<file path="config.mk">
export PLATFORM = sky130hd
export DESIGN_NAME = frp_fifo_ctrl
export DESIGN_NICKNAME = d
export VERILOG_FILES = /design/src/hdl/frp_pkg.sv /design/src/hdl/frp_flag_dec.sv /design/src/hdl/frp_parity.sv /design/src/hdl/frp_fifo_ctrl.sv
export SDC_FILE = /design/constraint.sdc
export NUM_CORES = 1
export LEC_CHECK = 0
export ABC_AREA = 1
export BUFFER_PORTS_ARGS = -buffer_cell sky130_fd_sc_hd__buf_4
export CELL_PAD_IN_SITES_DETAIL_PLACEMENT = 0
export CELL_PAD_IN_SITES_GLOBAL_PLACEMENT = 1
export CORE_UTILIZATION = 44
export CTS_BUF_LIST = sky130_fd_sc_hd__clkbuf_16
export CTS_CLUSTER_SIZE = 20
export DETAILED_ROUTE_END_ITERATION = 10
export GPL_TIMING_DRIVEN = 1
export PLACE_DENSITY = 0.91
export SKIP_LAST_GASP = 1
export SYNTH_ARGS = -nofsm -noshare
export SYNTH_HDL_FRONTEND = slang
export SYNTH_SLANG_ARGS = --single-unit
export TNS_END_PERCENT = 20
</file>
<file path="constraint.sdc">
create_clock -name sys_clk -period 4.75 [get_ports sys_clk]
set_input_delay 0.2375 -clock sys_clk [delete_from_list [all_inputs] [get_ports sys_clk]]
set_output_delay 0.2375 -clock sys_clk [all_outputs]
set_load 0.01 [all_outputs]
</file>
<file path="src/hdl/frp_pkg.sv">
/*
  Shared constants for the dual-direction FIFO pointer, flag and parity
  controller: register indices, field positions and reset values.
  Assumes a 16-bit register port with one register per index.

*/
package frp_pkg;
  localparam int FRP_DEPTH_DEF = 512;
  localparam int FRP_DW        = 16;
  localparam int FRP_RAW       = 4;

  // Register indices
  localparam logic [3:0] FRP_REG_STATUS = 4'h0;
  localparam logic [3:0] FRP_REG_MASK   = 4'h1;
  localparam logic [3:0] FRP_REG_CFG5   = 4'h2;
  localparam logic [3:0] FRP_REG_CFG7   = 4'h3;
  localparam logic [3:0] FRP_REG_AB_AE  = 4'h4;
  localparam logic [3:0] FRP_REG_AB_AF  = 4'h5;
  localparam logic [3:0] FRP_REG_BA_AE  = 4'h6;
  localparam logic [3:0] FRP_REG_BA_AF  = 4'h7;

  // Field positions
  localparam int FRP_ST_RD_PERR   = 9;
  localparam int FRP_ST_WR_PERR   = 10;
  localparam int FRP_C5_REREAD_PR = 2;
  localparam int FRP_C5_REWRITE_PR = 3;
  localparam int FRP_C7_GEN_BA    = 8;
  localparam int FRP_C7_GEN_AB    = 9;
  localparam int FRP_C7_EVEN      = 10;
  localparam int FRP_C7_ERR_EXTERNAL_FLAG_A  = 11;
  // Flag bits in status 7:0: AB empty, aempty, afull, full, then BA
  localparam int FRP_FL_AB        = 0;
  localparam int FRP_FL_BA        = 4;

  // Reset values
  localparam logic [7:0]  FRP_FLAGS_RST = 8'h33;
  localparam logic [15:0] FRP_OFS_RST   = 16'h0008;
endpackage : frp_pkg

</file>
<file path="src/hdl/frp_flag_dec.sv">
/*
  Flag decoder for one FIFO direction.
  Assumes pointers carry one wrap bit above the address bits.
*/
`timescale 1ns/1ns
`default_nettype none
module frp_flag_dec #(
  parameter int DEPTH = 512,
  parameter int PW    = 10
) (
  input  wire logic [PW-1:0] wr_ptr,
  input  wire logic [PW-1:0] rd_ptr,
  input  wire logic [PW-1:0] full_ref,
  input  wire logic [PW-1:0] empty_ref,
  input  wire logic [PW-1:0] ae_ofs,
  input  wire logic [PW-1:0] af_ofs,
  output logic               empty,
  output logic               aempty,
  output logic               afull,
  output logic               full
);
  localparam logic [PW-1:0] DEPTH_W = PW'(DEPTH);
  logic [PW-1:0] count;
  logic [PW-1:0] span;

  // Wrap bit makes the difference exact up to a full FIFO
  assign count = wr_ptr - rd_ptr;
  assign span  = wr_ptr - full_ref;
  assign empty  = (rd_ptr == empty_ref);
  assign full   = (span == DEPTH_W);
  assign aempty = (count <= ae_ofs);
  assign afull  = (count >= DEPTH_W - af_ofs);
endmodule // frp_flag_dec
`default_nettype wire

</file>
<file path="src/hdl/frp_parity.sv">
/*
  Ninth-bit parity generator and checker for one byte lane.
  Assumes even selects even parity over all nine bits.
*/
`timescale 1ns/1ns
`default_nettype none
module frp_parity (
  input  wire logic [7:0] data_byte,
  input  wire logic       ninth_in,
  input  wire logic       gen_en,
  input  wire logic       even,
  output logic            ninth_out,
  output logic            par_err
);
  logic gen_bit;

  // Odd parity wants nine bits with an odd count of ones
  assign gen_bit   = even ? ^data_byte : ~^data_byte;
  assign ninth_out = gen_en ? gen_bit : ninth_in;
  // Checking only runs while generation is off
  assign par_err   = ~gen_en & (gen_bit != ninth_in);
endmodule // frp_parity
`default_nettype wire

</file>
<file path="src/hdl/frp_fifo_ctrl.sv">
/*
  Pointer, flag, reread/rewrite and parity controller for a pair of
  FIFOs, A-to-B and B-to-A. The memories sit outside and use the
  address outputs. Assumes all strobes are synchronous to sys_clk and
  that RAM read data for ab_rd_addr is valid while ab_read is high.
*/
// Design decisions made here: the register addresses and the address-and-strobe port.
`timescale 1ns/1ns
`default_nettype none
module frp_fifo_ctrl
  import frp_pkg::*;
#(
  parameter int DEPTH = FRP_DEPTH_DEF
) (
  input  wire logic                    sys_clk,
  input  wire logic                    rst,
  input  wire logic [FRP_RAW-1:0]      reg_addr,
  input  wire logic [FRP_DW-1:0]       reg_wdata,
  input  wire logic                    reg_wr,
  input  wire logic                    reg_rd,
  output logic [FRP_DW-1:0]            reg_rdata,
  input  wire logic                    ab_write,
  input  wire logic                    ab_read,
  input  wire logic                    ba_write,
  input  wire logic                    ba_read,
  input  wire logic                    reread_strobe,
  input  wire logic                    save_read_mark,
  input  wire logic                    rewrite_strobe,
  input  wire logic                    save_write_mark,
  input  wire logic [7:0]              ab_rd_byte,
  input  wire logic                    ab_rd_ninth,
  input  wire logic [7:0]              port_b_wr_byte,
  input  wire logic                    port_b_wr_ninth,
  output logic [$clog2(DEPTH)-1:0]     ab_wr_addr,
  output logic [$clog2(DEPTH)-1:0]     ab_rd_addr,
  output logic [$clog2(DEPTH)-1:0]     ba_wr_addr,
  output logic [$clog2(DEPTH)-1:0]     ba_rd_addr,
  output logic [7:0]                   fifo_flags,
  output logic                         port_b_ninth_bit,
  output logic                         port_a_low_ninth_bit,
  output logic                         external_flag_a,
  output logic                         irq
);
  localparam int AW = $clog2(DEPTH);
  localparam int PW = AW + 1;
  localparam logic [PW-1:0] ONE = PW'(1);

  // Only the two documented depths are served
  generate
    if (DEPTH != 512 && DEPTH != 1024) begin : g_bad_depth
      $error("frp_fifo_ctrl: DEPTH must be 512 or 1024");
    end
  endgenerate

  typedef struct packed {
    logic [PW-1:0]     ab_wr;
    logic [PW-1:0]     ab_rd;
    logic [PW-1:0]     ab_mark;
    logic [PW-1:0]     ba_wr;
    logic [PW-1:0]     ba_rd;
    logic [PW-1:0]     ba_mark;
    logic [7:0]        flags;
    logic [1:0]        perr;
    logic [1:0]        mask;
    logic [1:0]        prot;
    logic [3:0]        par_cfg;
    logic [PW-1:0]     ab_ae;
    logic [PW-1:0]     ab_af;
    logic [PW-1:0]     ba_ae;
    logic [PW-1:0]     ba_af;
    logic [FRP_DW-1:0] rdata;
    logic              pb_ninth;
    logic              ba_ninth;
    logic              flag_a;
    logic              irq;
  } frp_state_s;

  frp_state_s s_r;
  frp_state_s s_nxt;

  logic          ab_push;
  logic          ab_pop;
  logic          ba_push;
  logic          ba_pop;
  logic          ab_ninth_gen;
  logic          ab_perr;
  logic          ba_ninth_gen;
  logic          ba_perr;
  logic [PW-1:0] ab_full_ref;
  logic [PW-1:0] ba_empty_ref;
  logic [3:0]    ab_fl;
  logic [3:0]    ba_fl;
  logic [1:0]    perr_clr;
  logic [1:0]    perr_set;

  // Config 7 bits 11:8 held as par_cfg[3:0]
  localparam int PC_GEN_BA = FRP_C7_GEN_BA - 8;
  localparam int PC_GEN_AB = FRP_C7_GEN_AB - 8;
  localparam int PC_EVEN   = FRP_C7_EVEN - 8;
  localparam int PC_EXTERNAL_FLAG_A   = FRP_C7_ERR_EXTERNAL_FLAG_A - 8;

  // Accepted transfers; refused ones leave the pointers alone
  assign ab_push = ab_write & ~s_r.flags[FRP_FL_AB + 3];
  assign ab_pop  = ab_read  & ~s_r.flags[FRP_FL_AB];
  assign ba_push = ba_write & ~s_r.flags[FRP_FL_BA + 3];
  assign ba_pop  = ba_read  & ~s_r.flags[FRP_FL_BA];

  // Protection only swaps the compare reference
  assign ab_full_ref  = s_nxt.prot[0] ? s_nxt.ab_mark : s_nxt.ab_rd;
  assign ba_empty_ref = s_nxt.prot[1] ? s_nxt.ba_mark : s_nxt.ba_wr;

  // Flags decode the next pointers so they register with them
  frp_flag_dec #(
    .DEPTH     (DEPTH),
    .PW        (PW)
  ) u_ab_flags (
    .wr_ptr    (s_nxt.ab_wr),
    .rd_ptr    (s_nxt.ab_rd),
    .full_ref  (ab_full_ref),
    .empty_ref (s_nxt.ab_wr),
    .ae_ofs    (s_nxt.ab_ae),
    .af_ofs    (s_nxt.ab_af),
    .empty     (ab_fl[0]),
    .aempty    (ab_fl[1]),
    .afull     (ab_fl[2]),
    .full      (ab_fl[3])
  );

  frp_flag_dec #(
    .DEPTH     (DEPTH),
    .PW        (PW)
  ) u_ba_flags (
    .wr_ptr    (s_nxt.ba_wr),
    .rd_ptr    (s_nxt.ba_rd),
    .full_ref  (s_nxt.ba_rd),
    .empty_ref (ba_empty_ref),
    .ae_ofs    (s_nxt.ba_ae),
    .af_ofs    (s_nxt.ba_af),
    .empty     (ba_fl[0]),
    .aempty    (ba_fl[1]),
    .afull     (ba_fl[2]),
    .full      (ba_fl[3])
  );

  // A-to-B read lane toward port B
  frp_parity u_ab_par (
    .data_byte (ab_rd_byte),
    .ninth_in  (ab_rd_ninth),
    .gen_en    (s_r.par_cfg[PC_GEN_AB]),
    .even      (s_r.par_cfg[PC_EVEN]),
    .ninth_out (ab_ninth_gen),
    .par_err   (ab_perr)
  );

  // B-to-A write lane into memory
  frp_parity u_ba_par (
    .data_byte (port_b_wr_byte),
    .ninth_in  (port_b_wr_ninth),
    .gen_en    (s_r.par_cfg[PC_GEN_BA]),
    .even      (s_r.par_cfg[PC_EVEN]),
    .ninth_out (ba_ninth_gen),
    .par_err   (ba_perr)
  );

  // Sticky error sources and write-one clears
  assign perr_set = {ba_push & ba_perr, ab_pop & ab_perr};
  assign perr_clr = (reg_wr && reg_addr == FRP_REG_STATUS) ?
                    {reg_wdata[FRP_ST_WR_PERR], reg_wdata[FRP_ST_RD_PERR]} :
                    2'h0;

  // Next state of the whole controller
  always_comb begin
    s_nxt = s_r;

    // A-to-B pointers; reread beats a same-cycle read
    if (reread_strobe) begin
      s_nxt.ab_rd = s_r.ab_mark;
    end else if (ab_pop) begin
      s_nxt.ab_rd = s_r.ab_rd + ONE;
    end
    if (save_read_mark) begin
      s_nxt.ab_mark = s_r.ab_rd;
    end
    if (ab_push) begin
      s_nxt.ab_wr = s_r.ab_wr + ONE;
    end

    // B-to-A pointers; rewrite beats a same-cycle write
    if (rewrite_strobe) begin
      s_nxt.ba_wr = s_r.ba_mark;
    end else if (ba_push) begin
      s_nxt.ba_wr = s_r.ba_wr + ONE;
    end
    if (save_write_mark) begin
      s_nxt.ba_mark = s_r.ba_wr;
    end
    if (ba_pop) begin
      s_nxt.ba_rd = s_r.ba_rd + ONE;
    end

    // Register writes
    if (reg_wr) begin
      unique case (reg_addr)
        FRP_REG_MASK: begin
          s_nxt.mask = {reg_wdata[FRP_ST_WR_PERR],
                        reg_wdata[FRP_ST_RD_PERR]};
        end
        FRP_REG_CFG5: begin
          s_nxt.prot = {reg_wdata[FRP_C5_REWRITE_PR],
                        reg_wdata[FRP_C5_REREAD_PR]};
        end
        FRP_REG_CFG7: begin
          s_nxt.par_cfg = reg_wdata[FRP_C7_ERR_EXTERNAL_FLAG_A:FRP_C7_GEN_BA];
        end
        FRP_REG_AB_AE: s_nxt.ab_ae = reg_wdata[PW-1:0];
        FRP_REG_AB_AF: s_nxt.ab_af = reg_wdata[PW-1:0];
        FRP_REG_BA_AE: s_nxt.ba_ae = reg_wdata[PW-1:0];
        FRP_REG_BA_AF: s_nxt.ba_af = reg_wdata[PW-1:0];
        default: ;
      endcase
    end

    // Set wins over a clear in the same cycle
    s_nxt.perr = (s_r.perr & ~perr_clr) | perr_set;

    // Ninth bits hold their last transferred value
    if (ab_pop) begin
      s_nxt.pb_ninth = ab_ninth_gen;
    end
    if (ba_push) begin
      s_nxt.ba_ninth = ba_ninth_gen;
    end

    s_nxt.flags = {ba_fl, ab_fl};
    s_nxt.flag_a = s_nxt.par_cfg[PC_EXTERNAL_FLAG_A] & (|s_nxt.perr);
    s_nxt.irq = |(s_nxt.perr & s_nxt.mask);

    // Read data stands for exactly one cycle
    s_nxt.rdata = '0;
    if (reg_rd) begin
      unique case (reg_addr)
        FRP_REG_STATUS: begin
          s_nxt.rdata[7:0] = s_r.flags;
          s_nxt.rdata[FRP_ST_RD_PERR] = s_r.perr[0];
          s_nxt.rdata[FRP_ST_WR_PERR] = s_r.perr[1];
        end
        FRP_REG_MASK: begin
          s_nxt.rdata[FRP_ST_RD_PERR] = s_r.mask[0];
          s_nxt.rdata[FRP_ST_WR_PERR] = s_r.mask[1];
        end
        FRP_REG_CFG5: begin
          s_nxt.rdata[FRP_C5_REREAD_PR]  = s_r.prot[0];
          s_nxt.rdata[FRP_C5_REWRITE_PR] = s_r.prot[1];
        end
        FRP_REG_CFG7: begin
          s_nxt.rdata[FRP_C7_ERR_EXTERNAL_FLAG_A:FRP_C7_GEN_BA] = s_r.par_cfg;
        end
        FRP_REG_AB_AE: s_nxt.rdata[PW-1:0] = s_r.ab_ae;
        FRP_REG_AB_AF: s_nxt.rdata[PW-1:0] = s_r.ab_af;
        FRP_REG_BA_AE: s_nxt.rdata[PW-1:0] = s_r.ba_ae;
        FRP_REG_BA_AF: s_nxt.rdata[PW-1:0] = s_r.ba_af;
        default: s_nxt.rdata = '0;                           // Unmapped
      endcase
    end
  end

  // State register; both FIFOs come up empty
  always_ff @(posedge sys_clk or posedge rst) begin
    if (rst) begin
      s_r         <= '0;
      s_r.flags   <= FRP_FLAGS_RST;
      s_r.ab_ae   <= FRP_OFS_RST[PW-1:0];
      s_r.ab_af   <= FRP_OFS_RST[PW-1:0];
      s_r.ba_ae   <= FRP_OFS_RST[PW-1:0];
      s_r.ba_af   <= FRP_OFS_RST[PW-1:0];
    end else begin
      s_r <= s_nxt;
    end
  end

  // Outputs straight from the state register
  assign reg_rdata            = s_r.rdata;
  assign ab_wr_addr           = s_r.ab_wr[AW-1:0];
  assign ab_rd_addr           = s_r.ab_rd[AW-1:0];
  assign ba_wr_addr           = s_r.ba_wr[AW-1:0];
  assign ba_rd_addr           = s_r.ba_rd[AW-1:0];
  assign fifo_flags           = s_r.flags;
  assign port_b_ninth_bit     = s_r.pb_ninth;
  assign port_a_low_ninth_bit = s_r.ba_ninth;
  assign external_flag_a      = s_r.flag_a;
  assign irq                  = s_r.irq;
endmodule // frp_fifo_ctrl
`default_nettype wire

</file>
==> impl_table.tex, run 1 <==
\begin{tabular}{lr}
\hline
Metric & Value \\
\hline
\multicolumn{2}{l}{\textbf{Timing}} \\
Fin crit period & 3.79 ns \\
Max Clock Freq & between 0.2 and 0.3 GHz \\
Post-Route Skew & 0.0103 ns \\
Worst Setup Slack, final & 0.958 ns \\
Final worst-path cycle share & between 70\% and 80\% \\
Final hold violation count & 45 \\
Worst slew margin relative to its limit & 45.3\% \\
Final setup TNS & 0 ns \\
Unrepaired setup endpoints after global routing & no \\
Setup Viol. Count Final & 0 \\
Worst hold slack & -0.0196 ns \\
Worst-margin pin slew & 0.820 ns \\
Number of max-slew violations in the final report & 0 \\
\multicolumn{2}{l}{\textbf{Floorplan}} \\
Placeable Area & 21300 um2 \\
Die footprint & 22500 um2 \\
Ports & 114 \\
Height of the chip & $\sim$150 um \\
Standard-cell row count & 53 \\
Initial Utilization & 45.4\% \\
Die width & 150 um \\
\multicolumn{2}{l}{\textbf{Final layout}} \\
Diode insertion count for antenna repair & 0 \\
Post-route cell area & about 11000 um2 \\
Area growth from synthesis to layout & 13.3\% \\
Fraction of final layout cells sized beyond drive strength 1 & 13.7\% \\
Net total in the final layout & roughly 1.5k \\
\multicolumn{2}{l}{\textbf{Global route}} \\
Met2 usage & 36.0\% \\
Grt ovf & 0 \\
Global routing's busiest layer & met2 \\
Global-route wire length before repair & 38.4 mm \\
Vias in the first global route & $\sim$7.6k \\
Pin count of the biggest net entering global routing & 88 \\
Met1 capacity usage during global routing & 30.3\% \\
Initial antenna violation count & 0 \\
Global-route usage over all layers & 22.2\% \\
Global routing usage on met3 & 3.85\% \\
\multicolumn{2}{l}{\textbf{Clock network}} \\
Number of buffers inserted during clock tree synthesis & 17 \\
\# resized after CTS & 0 \\
Clock transition at the registers of the reported paths & 0.07 ns \\
CTS Buffer Depth & 2 \\
Clock root buffer master & sky130\_fd\_sc\_hd\_\_clkbuf\_16 \\
Post-CTS Hold Fix Bufs & 0 \\
Postcts setup bufs & 0 \\
Skew-Pair Late Insertion Delay & between 0.4 and 0.5 ns \\
Clock tree from TritonCTS & built \\
Number of clock sinks & between 100 and 150 \\
CTS H-tree lvls & 4 \\
\multicolumn{2}{l}{\textbf{Logic synthesis}} \\
Number of distinct library cells after synthesis & 50 \\
Ranking of synthesized cells by area & sky130\_fd\_sc\_hd\_\_dfrtp\_1 33\%, sky130\_fd\_sc\_hd\_\_nand2\_1 13\%, sky130\_fd\_sc\_hd\_\_ha\_1 9.3\% \\
Sequential area share after synthesis & approximately a third \\
Post-Synthesis Cells & 1305 \\
EDFF count, synth & 0 \\
Primary flip-flop cell chosen by synthesis mapping & sky130\_fd\_sc\_hd\_\_dfrtp\_1 \\
Avg Synthesized Cell Area & between 7 and 8 um2 \\
Post-synthesis cell type with the largest combined area & sky130\_fd\_sc\_hd\_\_dfrtp\_1 \\
Share of synthesized registers carrying an async set or reset & 100\% \\
Share of Yosys cell area claimed by the top area cell type & 32.6\% \\
Top cells by instance count after synthesis & 334 x sky130\_fd\_sc\_hd\_\_nand2\_1, 219 x sky130\_fd\_sc\_hd\_\_inv\_1, 126 x sky130\_fd\_sc\_hd\_\_dfrtp\_1, 85 x sky130\_fd\_sc\_hd\_\_o21ai\_0, 72 x sky130\_fd\_sc\_hd\_\_ha\_1 \\
Mapped cell area & about 9700 um2 \\
Count of state elements after synthesis & around 130 \\
Leading cell type by number of instances after synthesis & sky130\_fd\_sc\_hd\_\_nand2\_1 \\
Total number of yosys warnings & 0 \\
\multicolumn{2}{l}{\textbf{Critical path}} \\
Worst reg2reg path depth & 19 \\
Setup CP Type & flip-flop to flip-flop \\
FF-to-FF End & fifo\_flags[1]\$\_DFF\_PP1\_ \\
CP Capture Type & flip-flop \\
Critical path peak fanout & 6 \\
Endpoint required time on the critical path & just over 5 ns \\
R2R Path Start & fifo\_flags[0]\$\_DFF\_PP1\_ \\
Crit path arrival time & 4.14 ns \\
R2R setup slack & 0.96 ns \\
Launching element type of the critical path & flip-flop \\
\multicolumn{2}{l}{\textbf{Placed design}} \\
Last weighted congestion value of the routability-driven placer & between 0.8 and 0.9 \\
Placed wire-length estimate after detailed placement & 18.3 mm \\
Port Buf Inserts & 105 \\
Worst Setup Slack post-DPL & 0.970 ns \\
Placed inst area & 10300 um2 \\
\multicolumn{2}{l}{\textbf{Detailed routing}} \\
Average via count per standard cell & between 4 and 5 \\
DR pass1 iterations & 7 \\
Routed WL per cell & 14.3 um \\
Post-detailed-route count of antenna-violating nets & 0 \\
Remaining routing DRC violations & 0 \\
Total Routed Length & 23.5 mm \\
Initial detailed-routing violation count & 359 \\
Via count & between 8k and 9k \\
\multicolumn{2}{l}{\textbf{Run}} \\
Max-cap violations & 0 \\
\multicolumn{2}{l}{\textbf{Power}} \\
Worst voltage drop across the vdd grid & 354 uV \\
Static power due to leakage & 5.72 nW \\
Pwr per Cell Area & 563 nW/um2 \\
\multicolumn{2}{l}{\textbf{Status}} \\
Status & finished with violations \\
Violated checks & negative hold slack \\
\multicolumn{2}{l}{\textbf{Worst hold path}} \\
HP Class & primary input to async pin \\
\hline
\end{tabular}
==> how the worst max path moves through the flow <==
stage / from / to / slack [ns] / depth (start not counted)
global placement: fifo_flags[0]$_DFF_PP1_ / fifo_flags[1]$_DFF_PP1_ / 1.01 / 19
floorplan: rst / ab_rd_addr[0]$_DFF_PP0_ / 0.94 / 1
global route: fifo_flags[7]$_DFF_PP0_ / fifo_flags[6]$_DFF_PP0_ / 0.49 / 22
detailed placement: fifo_flags[0]$_DFF_PP1_ / fifo_flags[1]$_DFF_PP1_ / 0.97 / 19
finish: fifo_flags[0]$_DFF_PP1_ / fifo_flags[1]$_DFF_PP1_ / 0.96 / 19
CTS: ba_wr_addr[1]$_DFF_PP0_ / fifo_flags[6]$_DFF_PP0_ / 0.93 / 22
==> final cells by class <==
type                       instances  area (um2)
clock buffer                      17         425
clock inverter                    15         243
fill                            2057       10300
inverter                         226         853
multi-input combinational        867        4910
sequential                       134        3360
tap                              275         344
timing repair buffer             108         811
==> cells by family after synthesis <==
kind of cell,Yosys count,synth area share [%]
AND/OR/NAND/NOR,525,23.3
buffers and inverters,307,14.5
AO/OA/AOI/OAI,205,12.3
flip-flops,134,34.8
adder cells (fa/ha/maj),74,9.74
XOR/XNOR,59,5.35
other,1,0.0388
==> per-stage QoR <==
stage                     std cells  hold WS [ns]  power, mW  util, %
after floorplan                1308         0.341       3.95        -
after global placement         1610         0.445       4.57     48.3
after detailed placement       1610         0.451       4.65     48.3
after CTS                      1642       0.00409       6.19     51.4
after global routing           1642       0.00899       6.76     51.4
final                          1642       -0.0196       6.16     51.4
==> sequential cells by signal, summed over array words and instances, names as in the netlist <==
name,flops
s_r,74
reg_rdata,12
ab_rd_addr,9
ab_wr_addr,9
ba_rd_addr,9
ba_wr_addr,9
fifo_flags,8
external_flag_a,1
irq,1
port_a_low_ninth_bit,1
port_b_ninth_bit,1
==> per-layer routing <==
layer / vias to the layer above / wire length, um
met3: 28 / 1100
li1: 4213 / -
met5: - / 0
met2: 181 / 10700
met4: 0 / 400
met1: 3727 / 11200
==> worst max-delay path, cell delays in order (launching register included) <==
cell and delay, ns:
sky130_fd_sc_hd__dfstp_2 0.56, sky130_fd_sc_hd__inv_1 0.06, sky130_fd_sc_hd__nand2_1 0.25, sky130_fd_sc_hd__nor2_1 0.15, sky130_fd_sc_hd__a21oi_1 0.13, sky130_fd_sc_hd__o21ai_0 0.08
sky130_fd_sc_hd__and2_1 0.18, sky130_fd_sc_hd__ha_1 0.36, sky130_fd_sc_hd__nand2_1 0.07, sky130_fd_sc_hd__o21ai_0 0.36, sky130_fd_sc_hd__a21oi_1 0.13, sky130_fd_sc_hd__o21ai_0 0.22
sky130_fd_sc_hd__xnor2_1 0.14, sky130_fd_sc_hd__inv_1 0.07, sky130_fd_sc_hd__ha_1 0.29, sky130_fd_sc_hd__nand2_1 0.07, sky130_fd_sc_hd__o21a_1 0.19, sky130_fd_sc_hd__o21a_1 0.16
sky130_fd_sc_hd__o21ai_0 0.15, sky130_fd_sc_hd__o41ai_1 0.11
==> power breakdown <==
group	internal (mW)	switching, mW	total [mW]
registers	1.39	0.175	1.56
clock network	0.945	0.566	1.51
logic	1.22	1.87	3.09
==> layout by cell type, fill, tap and decap left out, types with 5 or more instances in the layout <==
master | synthesis | layout
sky130_fd_sc_hd__o21a_1 | 6 | 6
sky130_fd_sc_hd__o211ai_1 | 6 | 6
sky130_fd_sc_hd__nand2_1 | 334 | 334
sky130_fd_sc_hd__or2_2 | 10 | 10
sky130_fd_sc_hd__o21ai_2 | 9 | 9
sky130_fd_sc_hd__inv_1 | 219 | 218
sky130_fd_sc_hd__bufinv_16 | 0 | 5
sky130_fd_sc_hd__o22ai_1 | 13 | 13
sky130_fd_sc_hd__nand4_1 | 17 | 17
sky130_fd_sc_hd__o21ai_0 | 85 | 85
sky130_fd_sc_hd__inv_6 | 0 | 5
sky130_fd_sc_hd__o21ai_1 | 5 | 5
sky130_fd_sc_hd__a21oi_1 | 54 | 54
sky130_fd_sc_hd__nor3_1 | 13 | 13
sky130_fd_sc_hd__nand3b_1 | 6 | 6
sky130_fd_sc_hd__clkbuf_16 | 0 | 17
sky130_fd_sc_hd__dfrtp_1 | 126 | 126
sky130_fd_sc_hd__dfstp_2 | 8 | 8
sky130_fd_sc_hd__xnor2_1 | 19 | 19
sky130_fd_sc_hd__nand3_1 | 67 | 67
sky130_fd_sc_hd__nor2_1 | 60 | 60
sky130_fd_sc_hd__ha_1 | 72 | 72
sky130_fd_sc_hd__inv_2 | 5 | 5
sky130_fd_sc_hd__xor2_1 | 40 | 40
sky130_fd_sc_hd__a221oi_1 | 7 | 7
sky130_fd_sc_hd__nor3_2 | 5 | 5
sky130_fd_sc_hd__buf_4 | 61 | 108
Power figures use the tool's default switching activity.
==> run 2: changes to the inputs <==
- clock period: 4.75 -> 3.5 ns (I/O delays scaled with it)
==> run 2 against run 1 <==
Net effect:
- the flow still finishes with violations (negative hold slack)
- final cell count increased by 4.0%
- maximum frequency increased by 15%
- design area increased by 6.4%
- first-iteration DRC count increased by 28%
- flip-flop and latch count unchanged
- setup slack got worse by 0.76 ns
- non-clock buffer count increased by 65
- clock power increased by 15%
- combinational power increased by 60%
==> impl_table.tex, run 2 (same netlist as run 1, synthesis figures left out) <==
\begin{tabular}{lr}
\hline
Metric & Value \\
\hline
\multicolumn{2}{l}{\textbf{Status}} \\
Status & finished with violations \\
Violated checks & negative hold slack \\
\multicolumn{2}{l}{\textbf{Detailed routing}} \\
Total Routed Length & roughly 25 mm \\
Routed WL per cell & 14.4 um \\
Top layer in use & met4 \\
Average via count per standard cell & 4.93 \\
DR pass1 iterations & 5 \\
Total routed wire length on the met1 layer & 11.4 mm \\
Post-detailed-route count of antenna-violating nets & 0 \\
Initial detailed-routing violation count & 458 \\
Met3 wire len & 1.36 mm \\
Remaining routing DRC violations & 0 \\
Met2 routed wirelength & 11.5 mm \\
Via count & 8413 \\
\multicolumn{2}{l}{\textbf{Global route}} \\
Initial antenna violation count & 0 \\
Vias in the first global route & between 7k and 8k \\
Global-route wire length before repair & 38.9 mm \\
Global-route usage over all layers & 22.4\% \\
Pin count of the biggest net entering global routing & 135 \\
Grt ovf & 0 \\
\multicolumn{2}{l}{\textbf{Critical path}} \\
Critical path peak fanout & 5 \\
Launching element type of the critical path & flip-flop \\
Cell breakdown of the critical path & inv\_1 > nand2\_2 > buf\_6 > inv\_1 > nor2\_1 > o22ai\_1 > ha\_1 > fa\_1 > o21ai\_1 > a31oi\_1 > xor2\_1 > ha\_1 > nand2\_1 > nor2\_1 > o211ai\_1 > nand4\_1 \\
Worst-path cell with the longest stage delay & sky130\_fd\_sc\_hd\_\_dfstp\_2 \\
Crit path arrival time & about 3.6 ns \\
Endpoint required time on the critical path & 3.79 ns \\
Setup CP Type & flip-flop to flip-flop \\
Peak per-stage delay on the critical path & 0.52 ns \\
CP Capture Type & flip-flop \\
Largest delay contributor family on the critical path & adder cells \\
Worst path buffer plus inverter count & 3 \\
\multicolumn{2}{l}{\textbf{Timing}} \\
Number of max-slew violations in the final report & 0 \\
Worst hold slack & -0.0319 ns \\
Final hold violation count & 7 \\
Setup Viol. Count Final & 0 \\
Fin crit period & approximately 3.3 ns \\
Post-Route Skew & 0.0142 ns \\
Final worst-path cycle share & 94.5\% \\
Unrepaired setup endpoints after global routing & yes \\
Final setup TNS & 0 ns \\
Max Clock Freq & 0.302 GHz \\
Worst slew margin relative to its limit & 50.4\% \\
Worst-margin pin slew & 0.744 ns \\
\multicolumn{2}{l}{\textbf{Final layout}} \\
Diode insertion count for antenna repair & 0 \\
Largest register by flop count & s\_r \\
Leading cell type in the layout, fill and taps excluded & sky130\_fd\_sc\_hd\_\_nand2\_1 \\
Commonest cells after routing, fill and taps aside & 330 x sky130\_fd\_sc\_hd\_\_nand2\_1, 214 x sky130\_fd\_sc\_hd\_\_inv\_1, 170 x sky130\_fd\_sc\_hd\_\_buf\_4 \\
Net total in the final layout & 1543 \\
Fraction of final layout cells sized beyond drive strength 1 & 20.9\% \\
Post-Route Utilization & 54.7\% \\
Area growth from synthesis to layout & 20.6\% \\
Largest register FFs & 74 \\
\multicolumn{2}{l}{\textbf{Placed design}} \\
Placed wire-length estimate after detailed placement & 18.9 mm \\
Port Buf Inserts & 105 \\
Last weighted congestion value of the routability-driven placer & 0.921 \\
\multicolumn{2}{l}{\textbf{Floorplan}} \\
Height of the chip & between 150 and 200 um \\
Ports & 114 \\
Standard-cell row count & 53 \\
Die width & 150 um \\
Initial Utilization & 45.4\% \\
Placeable Area & 21300 um2 \\
Die footprint & 22500 um2 \\
\multicolumn{2}{l}{\textbf{Clock network}} \\
Clock transition at the registers of the reported paths & 0.06 ns \\
Clock root buffer master & sky130\_fd\_sc\_hd\_\_clkbuf\_16 \\
Skew-Pair Late Insertion Delay & 0.43 ns \\
Number of clock sinks & 134 \\
Clock tree from TritonCTS & built \\
CTS Buffer Depth & 2 \\
CTS H-tree lvls & 4 \\
Number of buffers inserted during clock tree synthesis & 17 \\
\multicolumn{2}{l}{\textbf{Run}} \\
Max-cap violations & 0 \\
\multicolumn{2}{l}{\textbf{Power}} \\
Static power due to leakage & 6.05 nW \\
Pwr per Cell Area & 755 nW/um2 \\
Worst voltage drop across the vdd grid & about 450 uV \\
\multicolumn{2}{l}{\textbf{Worst hold path}} \\
HP Class & primary input to async pin \\
\hline
\end{tabular}
run 2: cell types whose count changed in the layout (fill, tap and decap cells not counted), moves of 5 or more:
cell,previous run,this run
sky130_fd_sc_hd__buf_4,108,170
sky130_fd_sc_hd__ha_1,72,61
sky130_fd_sc_hd__ha_4,0,9
sky130_fd_sc_hd__inv_2,5,11
sky130_fd_sc_hd__nor2_1,60,55
sky130_fd_sc_hd__o21ai_0,85,70
sky130_fd_sc_hd__o21ai_1,5,19
run 2: worst paths after layout:
kind / startpoint / endpoint / slack (ns) / cells after the start
setup reg to reg: fifo_flags[0]$_DFF_PP1_ / fifo_flags[2]$_DFF_PP0_ / 0.19 / 16
setup / recovery: fifo_flags[0]$_DFF_PP1_ / fifo_flags[2]$_DFF_PP0_ / 0.19 / 16
hold / removal: rst / reg_rdata[7]$_DFF_PP0_ / -0.03 / 3
min in group sys_clk: reg_wdata[11] / s_r[63]$_DFF_PP0_ / 0.03 / 3
max in group asynchronous: rst / ba_rd_addr[5]$_DFF_PP0_ / 2.99 / 3
hold reg to reg: port_a_low_ninth_bit$_DFFE_PP0P_ / port_a_low_ninth_bit$_DFFE_PP0P_ / 0.49 / 2
run 2: area by class of cell:
cell class,instances,area (um2)
fill,2024,9640
sequential,134,3360
clock inverter,15,139
timing repair buffer,173,1320
inverter,226,852
tap,275,344
multi-input combinational,867,5210
clock buffer,17,425
run 2: through the flow:
stage / hold WS (ns) / setup WS [ns] / area, um2 / power (mW) / std cells
5_1_grt: 0.0294 / -0.0714 / 11600 / 9.59 / 1707
3_3_place_gp: 0.383 / 0.0304 / 10700 / 6.50 / 1667
2_1_floorplan: 0.279 / 0.323 / 9670 / 5.37 / 1308
3_5_place_dp: 0.385 / -0.0307 / 10700 / 6.62 / 1667
6_report: -0.0319 / 0.193 / 11600 / 8.80 / 1707
4_1_cts: 0.0170 / 0.00487 / 11300 / 8.44 / 1702
run 2: worst min-delay path: stages:
cell and delay [ns]:
sky130_fd_sc_hd__buf_4 0.12, sky130_fd_sc_hd__clkinvlp_4 0.07, sky130_fd_sc_hd__buf_12 0.51
run 2: power breakdown:
| group | internal (mW) | switching, mW | total, mW |
|---|---|---|---|
| sequential | 1.88 | 0.232 | 2.11 |
| clock | 1.04 | 0.706 | 1.74 |
| combinational | 2.11 | 2.83 | 4.94 |
run 2: layer usage:
metal | global-route usage (%) | vias to the layer above
li1 | - | 4349
met1 | 31.2 | 3826
met2 | 35.6 | 211
met3 | 3.39 | 27
met4 | 6.97 | 0
met5 | 0 | -
run 2: timing repair:
action,4_1_cts,5_1_grt
setup buffers,2,5
pin swaps,1,21
gates resized for setup,2,74
endpoints found under the hold margin,1,0
setup endpoints to repair,1,4
hold buffers,1,0
==> run 3: changes to the inputs <==
- BUFFER_PORTS_ARGS: -buffer_cell sky130_fd_sc_hd__buf_4 -> default
- CORE_UTILIZATION: 44 -> 45
- DONT_BUFFER_PORTS: default -> 1
- PLACE_DENSITY: 0.91 -> 0.86
==> run 3 against run 2 <==
Net effect:
- the flow still finishes with violations (negative hold slack)
- non-clock buffer count fell by 86
- highest routed layer unchanged
- design area down 5.9%
- core utilization decreased by 2.6 points
- worst hold slack better by 0.0094 ns
- register-to-register slack worse by 0.04 ns
==> impl_table.tex, run 3 (same netlist as run 1, synthesis figures left out) <==
\begin{tabular}{lr}
\hline
Metric & Value \\
\hline
\multicolumn{2}{l}{\textbf{Status}} \\
Status & finished with violations \\
Violated checks & negative hold slack \\
\multicolumn{2}{l}{\textbf{Floorplan}} \\
Ports & 114 \\
Height of the chip & 149 um \\
Die width & between 100 and 150 um \\
Standard-cell row count & 53 \\
Initial Utilization & 45.9\% \\
Placeable Area & 21000 um2 \\
Die footprint & between 20000 and 25000 um2 \\
\multicolumn{2}{l}{\textbf{Detailed routing}} \\
Average via count per standard cell & 5.01 \\
Initial detailed-routing violation count & about 470 \\
Post-detailed-route count of antenna-violating nets & 0 \\
Via count & 8111 \\
Routed WL per cell & approximately 15 um \\
Total Routed Length & $\sim$25 mm \\
Remaining routing DRC violations & 0 \\
DR pass1 iterations & 5 \\
\multicolumn{2}{l}{\textbf{Final layout}} \\
Largest register by flop count & s\_r \\
Post-Route Utilization & a little over half \\
Area growth from synthesis to layout & 13.5\% \\
Commonest cells after routing, fill and taps aside & 329 x sky130\_fd\_sc\_hd\_\_nand2\_1, 213 x sky130\_fd\_sc\_hd\_\_inv\_1, 124 x sky130\_fd\_sc\_hd\_\_dfrtp\_1 \\
Leading cell type in the layout, fill and taps excluded & sky130\_fd\_sc\_hd\_\_nand2\_1 \\
Fraction of final layout cells sized beyond drive strength 1 & 14.4\% \\
Diode insertion count for antenna repair & 0 \\
FILL cells & 2034 \\
Net total in the final layout & around 1.5k \\
Largest register FFs & 74 \\
\multicolumn{2}{l}{\textbf{Critical path}} \\
R2R setup slack & 0.16 ns \\
Endpoint required time on the critical path & 3.80 ns \\
FF-to-FF End & fifo\_flags[2]\$\_DFF\_PP0\_ \\
Worst reg2reg path depth & 19 \\
CP Capture Type & flip-flop \\
Launching element type of the critical path & flip-flop \\
Setup CP Type & flip-flop to flip-flop \\
R2R Path Start & fifo\_flags[3]\$\_DFF\_PP0\_ \\
Critical path peak fanout & 5 \\
Crit path arrival time & 3.64 ns \\
\multicolumn{2}{l}{\textbf{Power}} \\
Static power due to leakage & 5.56 nW \\
Power consumption & 8.30 mW \\
Worst voltage drop across the vdd grid & 499 uV \\
Pwr per Cell Area & 757 nW/um2 \\
\multicolumn{2}{l}{\textbf{Timing}} \\
Worst slew margin relative to its limit & 29.3\% \\
Fin crit period & 3.34 ns \\
Max Clock Freq & 0.299 GHz \\
Final setup TNS & 0 ns \\
Setup Viol. Count Final & 0 \\
Final hold violation count & 1 \\
Unrepaired setup endpoints after global routing & yes \\
Number of max-slew violations in the final report & 0 \\
Post-Route Skew & 0.0106 ns \\
Worst hold slack & -0.0225 ns \\
Final worst-path cycle share & 95.5\% \\
Worst-margin pin slew & around 1.1 ns \\
\multicolumn{2}{l}{\textbf{Placed design}} \\
Port Buf Inserts & 0 \\
Last weighted congestion value of the routability-driven placer & around 0.90 \\
Placed wire-length estimate after detailed placement & 18.9 mm \\
\multicolumn{2}{l}{\textbf{Worst hold path}} \\
Hold wc startpoint & reread\_strobe \\
Number of instances on the worst hold path & 3 \\
Hold Crit Endpoint & ab\_rd\_addr[5]\$\_DFF\_PP0\_ \\
HP Class & primary input to flip-flop \\
\multicolumn{2}{l}{\textbf{Clock network}} \\
Clock transition at the registers of the reported paths & around 0.060 ns \\
Skew-Pair Late Insertion Delay & $\sim$0.43 ns \\
Clock tree from TritonCTS & built \\
Clock root buffer master & sky130\_fd\_sc\_hd\_\_clkbuf\_16 \\
Number of clock sinks & 134 \\
CTS Buffer Depth & 2 \\
CTS H-tree lvls & 4 \\
Number of buffers inserted during clock tree synthesis & 17 \\
\multicolumn{2}{l}{\textbf{Run}} \\
Max-cap violations & 0 \\
\multicolumn{2}{l}{\textbf{Global route}} \\
Grt ovf & 0 \\
Pin count of the biggest net entering global routing & 63 \\
Vias in the first global route & 7647 \\
Initial antenna violation count & 0 \\
Global-route usage over all layers & a little under a quarter \\
Global-route wire length before repair & around 39 mm \\
\hline
\end{tabular}
## run 3: cell count changes in the layout (fill, tap and decap cells not counted), sizes merged
| cell | delta |
|---|---|
| clkinvlp | +1 |
| buf | -105 |
| clkinv | -2 |
| dlygate4sd3 | +19 |
| bufinv | -2 |
| inv | +1 |
## run 3: layout make-up
class                      instances  area, um2  share of cell area [%]
multi-input combinational        867       5170                    47.2
inverter                         226        852                    7.77
clock inverter                    13       85.1                   0.776
sequential                       134       3370                    30.7
timing repair buffer              87        719                    6.56
tap                              275        344                    3.14
clock buffer                      17        425                    3.88
## run 3: per-layer routing
| layer | wire length (um) | GRT usage (%) | vias up | share of wire, % |
|---|---|---|---|---|
| met3 | 1360 | 5.12 | 33 | 5.5 |
| met1 | 11100 | 29.8 | 3730 | 45 |
| met2 | 11800 | 38.6 | 179 | 48 |
| met5 | 0 | 0 | - | 0 |
| li1 | - | - | 4169 | - |
| met4 | 473 | 6.91 | 0 | 1.9 |
## run 3: critical path, stage by stage (launching register included)
cell                      delay [ns]
sky130_fd_sc_hd__dfrtp_1        0.37
sky130_fd_sc_hd__inv_1          0.09
sky130_fd_sc_hd__nand2_1        0.09
sky130_fd_sc_hd__inv_2          0.10
sky130_fd_sc_hd__nand2_1        0.10
sky130_fd_sc_hd__xnor2_1        0.41
sky130_fd_sc_hd__ha_4           0.29
sky130_fd_sc_hd__a21oi_1        0.17
sky130_fd_sc_hd__o21ai_2        0.09
sky130_fd_sc_hd__buf_4          0.14
sky130_fd_sc_hd__nand4_1        0.06
sky130_fd_sc_hd__nand3_1        0.11
sky130_fd_sc_hd__nand2_1        0.08
sky130_fd_sc_hd__nand2_1        0.05
sky130_fd_sc_hd__a21oi_1        0.15
sky130_fd_sc_hd__xor2_1         0.25
sky130_fd_sc_hd__ha_1           0.31
sky130_fd_sc_hd__a21oi_2        0.14
sky130_fd_sc_hd__o21a_1         0.12
sky130_fd_sc_hd__nand4_1        0.09
## run 3: timing repair
item	4_1_cts	5_1_grt
setup buffers	0	5
setup endpoints to repair	1	5
hold buffers	20	0
pin swaps	0	16
endpoints found under the hold margin	105	0
gates resized for setup	1	71
## run 3: worst max path at each step
| stage | startpoint | to | slack (ns) | cells past startpoint |
|---|---|---|---|---|
| 2_1_floorplan | fifo_flags[0]$_DFF_PP1_ | fifo_flags[1]$_DFF_PP1_ | 0.32 | 19 |
| 3_3_place_gp | ba_rd_addr[0]$_DFF_PP0_ | fifo_flags[5]$_DFF_PP1_ | 0.1 | 19 |
| 3_5_place_dp | ab_rd_addr[1]$_DFF_PP0_ | fifo_flags[2]$_DFF_PP0_ | 0.02 | 22 |
| 4_1_cts | ab_rd_addr[0]$_DFF_PP0_ | fifo_flags[1]$_DFF_PP1_ | 0.04 | 18 |
| 5_1_grt | fifo_flags[4]$_DFF_PP1_ | fifo_flags[6]$_DFF_PP0_ | -0.04 | 21 |
| 6_report | fifo_flags[3]$_DFF_PP0_ | fifo_flags[2]$_DFF_PP0_ | 0.16 | 19 |
## run 3: where the power goes
| group | internal [mW] | leakage, nW | switching, mW |
|---|---|---|---|
| clock network | 0.890 | 0.242 | 0.700 |
| registers | 1.88 | 1.57 | 0.278 |
| logic | 1.89 | 3.75 | 2.66 |
| total | 4.66 | 5.56 | 3.64 |
## run 3: through the flow
step	setup slack, ns	area [um2]	instances	hold WS, ns
after CTS	0.0352	10700	1614	0.000917
after detailed placement	0.0204	9940	1564	0.291
after global routing	-0.0439	11000	1619	0.00707
final	0.158	11000	1619	-0.0225
after floorplan	0.323	9670	1308	0.279
after global placement	0.0951	9940	1564	0.284
